### config.mk
export PLATFORM = sky130hd
export DESIGN_NAME = rtccr_regs
export DESIGN_NICKNAME = d
export VERILOG_FILES = /design/src/inc/rtccr_pkg.sv /design/src/verilog/rtccr_regs.sv
export SDC_FILE = /design/constraint.sdc
export NUM_CORES = 1
export LEC_CHECK = 0
export BUFFER_PORTS_ARGS = -buffer_cell sky130_fd_sc_hd__buf_2
export CORE_MARGIN = 2
export CORE_UTILIZATION = 30
export DETAILED_ROUTE_END_ITERATION = 8
export PLACE_DENSITY_LB_ADDON = 0.2
export SETUP_SLACK_MARGIN = 0.05
export SYNTH_ARGS = -nofsm -noshare
export SYNTH_HDL_FRONTEND = slang
export SYNTH_SLANG_ARGS = --single-unit
### constraint.sdc
create_clock -name clk_sys -period 5.8 [get_ports clk_sys]
set_clock_uncertainty 0.1 [all_clocks]
set_input_delay 0.29 -clock clk_sys [delete_from_list [all_inputs] [get_ports clk_sys]]
set_output_delay 0.29 -clock clk_sys [all_outputs]
set_load 0.01 [all_outputs]
### src/inc/rtccr_pkg.sv
// constants of the calendar time, date and control register block
// assumes one 40 MHz clock shared by bus, calendar and wakeup logic
//
// Contract
// - time word: seconds BCD, units 3:0, tens 6:4, bit 7 reserved
// - time word: minutes BCD, units 11:8, tens 14:12, bit 15 reserved
// - time word: hours BCD, units 19:16, tens 21:20, bits 31:23 reserved
// - time bit 22: zero is AM or 24-hour, one is PM
// - time and date accept writes only in initialization mode
// - system reset clears date shadow to zero when shadow reading selected
// - date word: day BCD 3:0 and 5:4, month BCD 11:8 and 12
// - date word: year BCD 19:16 and 23:20, bits 31:24 reserved
// - date bits 15:13 weekday: 000 disabled, 001 Monday to 111 Sunday
// - control bits 7, 6, 4 writable only in initialization mode
// - summer or winter adjustment takes effect at next seconds boundary
// - bits 2:0 pick wakeup clock: divide 16/8/4/2, 1 Hz, 1 Hz plus 2^16
// - control bit 3 picks stamp edge; changes only while stamping disabled
// - control bit 4 enables reference clock detection
// - control bit 5: zero reads shadows refreshed every two clocks, one direct
// - control bit 6: zero 24-hour format, one AM/PM format
// - control bit 7 enables coarse calibration
// - control bits 8 to 11 enable alarm A, alarm B, wakeup, stamping
// - control bits 12 to 15 enable the four interrupts
// - bit 16 reads zero; writing one outside init adds one hour
// - bit 17 reads zero; writing one outside init subtracts hour unless zero
`default_nettype none
package rtccr_pkg;
  localparam logic [7:0] OFS_TIME = 8'h00;
  localparam logic [7:0] OFS_DATE = 8'h04;
  localparam logic [7:0] OFS_CTRL = 8'h08;
  localparam logic [31:0] TIME_RST = 32'h00000000;
  localparam logic [31:0] DATE_RST = 32'h00002101;
  localparam logic [31:0] CTRL_RST = 32'h00000000;
  localparam logic [31:0] DATE_SYS_RST = 32'h00000000;
  localparam logic [31:0] TIME_WMASK = 32'h007f7f7f;
  localparam logic [31:0] DATE_WMASK = 32'h00ffff3f;
  localparam logic [31:0] CTRL_STORE_MASK = 32'h0000ffff;
  localparam logic [31:0] CTRL_INIT_MASK = 32'h000000d0;
  localparam int TIME_SEC_LSB = 0;
  localparam int TIME_MIN_LSB = 8;
  localparam int TIME_HR_LSB = 16;
  localparam int TIME_PM_BIT = 22;
  localparam int DATE_DAY_LSB = 0;
  localparam int DATE_MON_LSB = 8;
  localparam int DATE_WD_LSB = 13;
  localparam int DATE_YR_LSB = 16;
  localparam int CTRL_WUSEL_LSB = 0;
  localparam int CTRL_TSEDGE = 3;
  localparam int CTRL_REFDET = 4;
  localparam int CTRL_RDDIRECT = 5;
  localparam int CTRL_FMT12 = 6;
  localparam int CTRL_CCAL = 7;
  localparam int CTRL_ALA = 8;
  localparam int CTRL_ALB = 9;
  localparam int CTRL_WUT = 10;
  localparam int CTRL_TIMESTAMP_ENABLE = 11;
  localparam int CTRL_ALAI = 12;
  localparam int CTRL_ALBI = 13;
  localparam int CTRL_WUTI = 14;
  localparam int CTRL_TSI = 15;
  localparam int CTRL_SUMMER = 16;
  localparam int CTRL_WINTER = 17;
endpackage : rtccr_pkg
`default_nettype wire

### src/verilog/rtccr_regs.sv
// calendar counters, shadows and control register of the clock
// assumes sec_tick, init_mode and wp_open come from logic on clk_sys
`default_nettype none
module rtccr_regs (
  // clock and reset
  input wire logic clk_sys,
  input wire logic resetn,
  input wire logic sys_reset,
  // register port
  input wire logic [7:0] addr,
  input wire logic [31:0] wr_data,
  input wire logic wr_en,
  input wire logic rd_en,
  output logic [31:0] rd_data,
  // mode inputs
  input wire logic init_mode,
  input wire logic wp_open,
  input wire logic sec_tick,
  // pin
  input wire logic timestamp_input_pin,
  // derived outputs
  output logic wake_tick,
  output logic wake_ext_reload,
  output logic stamp_event,
  output logic [31:0] time_now,
  output logic [31:0] date_now,
  output logic refclock_detect_enable,
  output logic coarse_cal_enable,
  output logic alarm_a_enable,
  output logic alarm_b_enable,
  output logic wakeup_timer_enable,
  output logic timestamp_enable,
  output logic alarm_a_irq_enable,
  output logic alarm_b_irq_enable,
  output logic wakeup_irq_enable,
  output logic stamp_irq_enable
);
  import rtccr_pkg::*;

  // ***************************************************
  // bcd helpers
  // ***************************************************
  function automatic logic [7:0] bcd_inc(input logic [7:0] v);
    bcd_inc = (v[3:0] == 4'h9) ? {v[7:4] + 4'h1, 4'h0} : {v[7:4], v[3:0] + 4'h1};
  endfunction : bcd_inc

  function automatic logic [7:0] bcd_dec(input logic [7:0] v);
    bcd_dec = (v[3:0] == 4'h0) ? {v[7:4] - 4'h1, 4'h9} : {v[7:4], v[3:0] - 4'h1};
  endfunction : bcd_dec

  function automatic logic [7:0] month_last(input logic [7:0] mo, input logic [7:0] y);
    logic leap;
    leap = y[4] ? (y[3:0] == 4'h2 || y[3:0] == 4'h6)
                : (y[3:0] == 4'h0 || y[3:0] == 4'h4 || y[3:0] == 4'h8);
    case (mo)
      8'h02: month_last = leap ? 8'h29 : 8'h28;
      8'h04, 8'h06, 8'h09, 8'h11: month_last = 8'h30;
      default: month_last = 8'h31;
    endcase
  endfunction : month_last

  // ***************************************************
  // state
  // ***************************************************
  logic [31:0] cal_time;
  logic [31:0] cal_date;
  logic [31:0] ctrl;
  logic [31:0] shadow_time;
  logic [31:0] shadow_date;
  logic shadow_phase;
  logic summer_pend;
  logic winter_pend;
  logic [3:0] div_cnt;
  logic ts_s1;
  logic ts_s2;
  logic ts_d;
  logic [31:0] next_time;
  logic [31:0] next_date;
  logic [31:0] next_ctrl;
  logic [31:0] next_rd;
  logic next_wake;

  // ***************************************************
  // decode
  // ***************************************************
  wire sel_time = (addr == OFS_TIME);
  wire sel_date = (addr == OFS_DATE);
  wire sel_ctrl = (addr == OFS_CTRL);
  wire cal_wr_ok = wr_en & init_mode & wp_open;
  wire wr_time = cal_wr_ok & sel_time;
  wire wr_date = cal_wr_ok & sel_date;
  wire wr_ctrl = wr_en & wp_open & sel_ctrl;
  wire tick_now = sec_tick & ~init_mode;
  wire fmt12 = ctrl[CTRL_FMT12];
  wire rd_direct = ctrl[CTRL_RDDIRECT];
  wire [2:0] wusel = ctrl[CTRL_WUSEL_LSB +: 3];
  // bits 7, 6, 4 only in init; edge bit frozen while stamping runs
  wire [31:0] ctrl_wmask = (init_mode ? CTRL_STORE_MASK
                            : (CTRL_STORE_MASK & ~CTRL_INIT_MASK))
                           & ~({31'h0, ctrl[CTRL_TIMESTAMP_ENABLE]} << CTRL_TSEDGE);
  wire set_summer = wr_ctrl & ~init_mode & wr_data[CTRL_SUMMER];
  wire set_winter = wr_ctrl & ~init_mode & wr_data[CTRL_WINTER];

  // ***************************************************
  // field views of the counters
  // ***************************************************
  wire [7:0] sec = {1'b0, cal_time[TIME_SEC_LSB +: 7]};
  wire [7:0] min = {1'b0, cal_time[TIME_MIN_LSB +: 7]};
  wire [7:0] hr = {2'b00, cal_time[TIME_HR_LSB +: 6]};
  wire pm = cal_time[TIME_PM_BIT];
  wire [7:0] day = {2'b00, cal_date[DATE_DAY_LSB +: 6]};
  wire [7:0] mon = {3'b000, cal_date[DATE_MON_LSB +: 5]};
  wire [2:0] wd = cal_date[DATE_WD_LSB +: 3];
  wire [7:0] yr = cal_date[DATE_YR_LSB +: 8];

  // hour one up, with pm flip and day wrap
  wire [7:0] hr_up = fmt12 ? ((hr == 8'h12) ? 8'h01 : bcd_inc(hr))
                           : ((hr == 8'h23) ? 8'h00 : bcd_inc(hr));
  wire pm_up = (fmt12 && hr == 8'h11) ? ~pm : pm;
  wire wrap_up = fmt12 ? (hr == 8'h11 && pm) : (hr == 8'h23);
  // hour one down
  wire [7:0] hr_dn = (fmt12 && hr == 8'h01) ? 8'h12 : bcd_dec(hr);
  wire pm_dn = (fmt12 && hr == 8'h12) ? ~pm : pm;

  // ***************************************************
  // calendar next state
  // ***************************************************
  always_comb begin
    logic [7:0] s;
    logic [7:0] m;
    logic [7:0] h;
    logic p;
    logic [7:0] d;
    logic [7:0] mo;
    logic [2:0] w;
    logic [7:0] y;
    logic hour_carry;
    logic day_carry;
    s = sec;
    m = min;
    h = hr;
    p = pm;
    d = day;
    mo = mon;
    w = wd;
    y = yr;
    hour_carry = 1'b0;
    day_carry = 1'b0;
    if (tick_now) begin
      if (s == 8'h59) begin
        s = 8'h00;
        if (m == 8'h59) begin
          m = 8'h00;
          hour_carry = 1'b1;
        end else begin
          m = bcd_inc(m);
        end
      end else begin
        s = bcd_inc(s);
      end
      // pending adjustment lands on this boundary, masking a carry
      if (summer_pend) begin
        h = hr_up;
        p = pm_up;
      end else if (winter_pend && hr != 8'h00) begin
        h = hr_dn;
        p = pm_dn;
      end else if (hour_carry) begin
        h = hr_up;
        p = pm_up;
        day_carry = wrap_up;
      end
      if (day_carry) begin
        if (w != 3'h0) begin
          w = (w == 3'h7) ? 3'h1 : w + 3'h1;
        end
        if (d == month_last(mon, yr)) begin
          d = 8'h01;
          if (mo == 8'h12) begin
            mo = 8'h01;
            y = (y == 8'h99) ? 8'h00 : bcd_inc(y);
          end else begin
            mo = bcd_inc(mo);
          end
        end else begin
          d = bcd_inc(d);
        end
      end
    end
    next_time = 32'h0;
    next_time[TIME_SEC_LSB +: 7] = s[6:0];
    next_time[TIME_MIN_LSB +: 7] = m[6:0];
    next_time[TIME_HR_LSB +: 6] = h[5:0];
    next_time[TIME_PM_BIT] = p;
    next_date = 32'h0;
    next_date[DATE_DAY_LSB +: 6] = d[5:0];
    next_date[DATE_MON_LSB +: 5] = mo[4:0];
    next_date[DATE_WD_LSB +: 3] = w;
    next_date[DATE_YR_LSB +: 8] = y;
    if (wr_time) begin
      next_time = wr_data & TIME_WMASK;
    end
    if (wr_date) begin
      next_date = wr_data & DATE_WMASK;
    end
  end

  // ***************************************************
  // control, read mux, wakeup tick
  // ***************************************************
  assign next_ctrl = wr_ctrl ? ((ctrl & ~ctrl_wmask) | (wr_data & ctrl_wmask)) : ctrl;

  // adjust bits are not stored, so they read zero
  assign next_rd = ~rd_en ? 32'h0 :
                   sel_time ? (rd_direct ? cal_time : shadow_time) :
                   sel_date ? (rd_direct ? cal_date : shadow_date) :
                   sel_ctrl ? (ctrl & CTRL_STORE_MASK) : 32'h0;

  always_comb begin
    case (wusel)
      3'h0: next_wake = (div_cnt == 4'hf);
      3'h1: next_wake = (div_cnt[2:0] == 3'h7);
      3'h2: next_wake = (div_cnt[1:0] == 2'h3);
      3'h3: next_wake = div_cnt[0];
      default: next_wake = sec_tick;
    endcase
  end

  wire ts_rise = ts_s2 & ~ts_d;
  wire ts_fall = ~ts_s2 & ts_d;
  wire next_stamp = ctrl[CTRL_TIMESTAMP_ENABLE]
                    & (ctrl[CTRL_TSEDGE] ? ts_fall : ts_rise);

  // ***************************************************
  // registers
  // ***************************************************
  always_ff @(posedge clk_sys or negedge resetn) begin
    if (!resetn) begin
      cal_time <= TIME_RST;
      cal_date <= DATE_RST;
      ctrl <= CTRL_RST;
      rd_data <= 32'h0;
    end else begin
      cal_time <= next_time;
      cal_date <= next_date;
      ctrl <= next_ctrl;
      rd_data <= next_rd;
    end
  end

  // set wins over the boundary that clears
  always_ff @(posedge clk_sys or negedge resetn) begin
    if (!resetn) begin
      summer_pend <= 1'b0;
      winter_pend <= 1'b0;
    end else begin
      summer_pend <= (summer_pend & ~tick_now) | set_summer;
      winter_pend <= (winter_pend & ~tick_now) | set_winter;
    end
  end

  // shadows follow the counters every second clock
  always_ff @(posedge clk_sys or negedge resetn) begin
    if (!resetn) begin
      shadow_time <= TIME_RST;
      shadow_date <= DATE_SYS_RST;
      shadow_phase <= 1'b0;
    end else if (sys_reset) begin
      shadow_date <= DATE_SYS_RST;
      shadow_phase <= 1'b0;
    end else begin
      shadow_phase <= ~shadow_phase;
      if (shadow_phase) begin
        shadow_time <= cal_time;
        shadow_date <= cal_date;
      end
    end
  end

  always_ff @(posedge clk_sys or negedge resetn) begin
    if (!resetn) begin
      div_cnt <= 4'h0;
      wake_tick <= 1'b0;
      wake_ext_reload <= 1'b0;
    end else begin
      div_cnt <= div_cnt + 4'h1;
      wake_tick <= next_wake;
      wake_ext_reload <= wusel[2] & wusel[1];
    end
  end

  // pin synchroniser, edge taken after the second stage
  always_ff @(posedge clk_sys or negedge resetn) begin
    if (!resetn) begin
      ts_s1 <= 1'b0;
      ts_s2 <= 1'b0;
      ts_d <= 1'b0;
      stamp_event <= 1'b0;
    end else begin
      ts_s1 <= timestamp_input_pin;
      ts_s2 <= ts_s1;
      ts_d <= ts_s2;
      stamp_event <= next_stamp;
    end
  end

  // ***************************************************
  // outputs
  // ***************************************************
  assign time_now = cal_time;
  assign date_now = cal_date;
  assign refclock_detect_enable = ctrl[CTRL_REFDET];
  assign coarse_cal_enable = ctrl[CTRL_CCAL];
  assign alarm_a_enable = ctrl[CTRL_ALA];
  assign alarm_b_enable = ctrl[CTRL_ALB];
  assign wakeup_timer_enable = ctrl[CTRL_WUT];
  assign timestamp_enable = ctrl[CTRL_TIMESTAMP_ENABLE];
  assign alarm_a_irq_enable = ctrl[CTRL_ALAI];
  assign alarm_b_irq_enable = ctrl[CTRL_ALBI];
  assign wakeup_irq_enable = ctrl[CTRL_WUTI];
  assign stamp_irq_enable = ctrl[CTRL_TSI];

endmodule : rtccr_regs
`default_nettype wire
==> impl_metrics.csv <==
group,metric,value,unit
critical_path,worstReg2RegStart,"time_now[0]",
grt,grt_pass1_vias,5621,
drt,ant_nets,0,
drt,drt_iter0_drc,510,
timing,setup_violations,0,
floorplan,core,25180,um^2
yosys,synth_top_area_share,44.11,%
layout,drive_gt1_share,25.17,%
clock_tree,cts_resized,0,
floorplan,num_rows,58,
yosys,yosys.area.top_type,"dfrtp_1",
clock_tree,clkSinkCount,139,
timing,hold_viol_final,0,
yosys,ys_seq_area_share,45.13,%
critical_path,cp_slowest_stage_delay,890,ps
critical_path,startpoint_type,"register",
timing,worstMarginPinSlew,1057,ps
yosys,yosys_register_bits,139,
grt,grt_pass1_wl,35400,um
placement,portBuffers,120,
yosys,netlist_instances,764,
floorplan,die-height,164.4,um
placement,placed_cells,1169,
floorplan,design.die.area,27020,um^2
power,p_per_area,269.2,nW/um^2
clock_tree,htreeDepth,4,
power,vdd_ir_drop_max,205.4,uV
timing,fin_crit_sh,56.43,%
clock_tree,cts_buffers,17,
yosys,async_reset_ff_share,100.0,%
yosys,ys_types,68,
placement,place_congestion,0.7909,
grt,antenna_found_initial,2,
drt,dr.pass1.iters,5,
clock_tree,clk-insertion-delay-late,430,ps
yosys,ys_top_cells_by_area,"dfrtp_1, mux2i_1, mux2_2",
yosys,synth_edf_count,0,
floorplan,ios,158,
drt,vias,6008,
critical_path,path_class,"register to register",
outcome,outcome,"complete, no violations",
floorplan,die_w,164.4,um
timing,tns,0,ps
clock_tree,clk_pin_slew,60,ps
drt,vias_per_cell,4.965,
grt,grt_max_degree,86,
yosys,syn_area_per_cell,10.10,um^2
layout,syn_to_final_growth,18.05,%
yosys,syn_area,7715,um^2
yosys,yosysWarningCount,0,
grt,track_usage,17.67,%
clock_tree,cts_tree,"yes",
drt,routed_wl,23480,um
placement,hpwl,16620,um
power,p_leak,0.004208,uW
timing,slew_headroom,29.16,%
floorplan,initial_core_util,30.64,%
layout,postLayoutCoreUtil,36.17,%
clock_tree,clock_path_buffers,2,
layout,final_cells,1210,
critical_path,crit_arrival,3520,ps
timing,max_freq,305.5,MHz
timing,rsz0062_at_grt,"no",
drt,drcViolationCount,0,
yosys,synth_top_flop_cell,"dfrtp_1",
critical_path,endpoint,"date_now[18]",
worst_hold_path,min_path_type,"primary input to register",
critical_path,crit_slowest_cell,"nor4_4",
timing,period_needed,3273,ps
clock_tree,cts-root-buf,"clkbuf_16",
layout,final_cell_mix,"dfrtp_1, buf_2, nor2_1",
critical_path,cp_max_fo,14,
layout,final_common_cell,"dfrtp_1",
grt,grt-ovfl-total,0,
clock_tree,post_cts_buffers,0,
critical_path,worst_ep_required_time,6050,ps
drt,wl_per_cell,19.41,um
critical_path,worstPathCellList,"ha_1, nand3b_4, nor2_1, nand2_1, nor4_4, nand4_1, or3_1, a31oi_1",
critical_path,reg2reg_slack,2530,ps
run,maxCapViolCount,0,
clock_tree,ctsHoldBuffers,7,
critical_path,rr_endpoint,"date_now[18]",
layout,fin_nets,934,
timing,report.final.slew_viol_count,0,
critical_path,cp-end-kind,"register",
critical_path,ff2ff_path_depth,8,
critical_path,startpoint,"time_now[0]",
## state kept, by name (all words and copies together), names as in the netlist, 4 cells and up, named ones only
signal,count
shadow_date,22
date_now,22
time_now,21
rd_data,24
ctrl,12
shadow_time,21
div_cnt,4
## cell type report
type | instances | area, um^2
fill | 2567 | 16070
tap | 330 | 412.9
clock buffer | 18 | 439.2
antenna | 2 | 5.005
inverter | 21 | 78.83
multi-input combinational | 553 | 3831
timing repair buffer | 133 | 721.9
clock inverter | 14 | 135.1
sequential | 139 | 3483
## worst min-delay path by stage
stage / end / cells after the start / start
after global placement: ts_s2 / 0 / ts_s1
final: date_now[0] / 3 / wr_data[0]
after detailed placement: ts_s2 / 0 / ts_s1
after global routing: date_now[13] / 3 / wr_data[13]
after CTS: date_now[0] / 3 / wr_data[0]
after floorplan: async pin / 0 / resetn
## worst max-delay path: cells and delay by family, from the launching register on
| family | cells | cell delay (ps) |
|---|---|---|
| AO/OA/AOI/OAI | 1 | 160 |
| adder cells (fa/ha/maj) | 1 | 290 |
| flip-flops | 1 | 530 |
| AND/OR/NAND/NOR | 6 | 2110 |
## cells by family after synthesis
group	count (synthesis)	synth area share, %
AND/OR/NAND/NOR	249	16.67
AO/OA/AOI/OAI	154	12.46
flip-flops	139	45.13
buffers and inverters	100	6.747
multiplexers	93	14.79
adder cells (fa/ha/maj)	20	3.244
XOR/XNOR	8	0.9082
other	1	0.04861
## Yosys cell counts (6+ instances only)
library cell,count
dfrtp_1,136
nor2_1,71
nand2_1,57
mux2i_1,48
a21oi_1,42
o21ai_0,40
clkbuf_1,32
mux2_2,31
buf_4,29
nor3_1,22
inv_1,21
ha_1,20
nor2b_1,19
a22oi_1,15
nand3_1,14
mux4_2,12
buf_2,11
and2_1,9
a31oi_1,8
nand2b_1,8
a221oi_1,7
nor3b_1,7
o211ai_1,7
xnor2_1,7
or3_1,6
## stage by stage
step                hold WS, ps  worst slack [ps]  power (uW)  cell area (um^2)
finish                    32.98              2527        2452              9107
detailed placement        237.3              2315        1387              8458
floorplan                -105.6              3331        1270              7820
global route              45.18              2271        2552              9105
global placement          239.1              2320        1385              8458
CTS                       21.64              2545        2467              9102
## power by group
group	switching, uW	internal, uW
Clock	470	610
Sequential	81.0	1020
Combinational	148	122
Total	699	1750
## routing by layer
layer,global-route usage [%],up-vias,part of all wire (%)
met5,0,-,0
met3,3.308,17,4.6
li1,-,2892,-
met4,4.825,0,1.2
met2,26.02,132,45
met1,26.35,2967,50
Note: power is estimated with default switching activity, not from simulation.
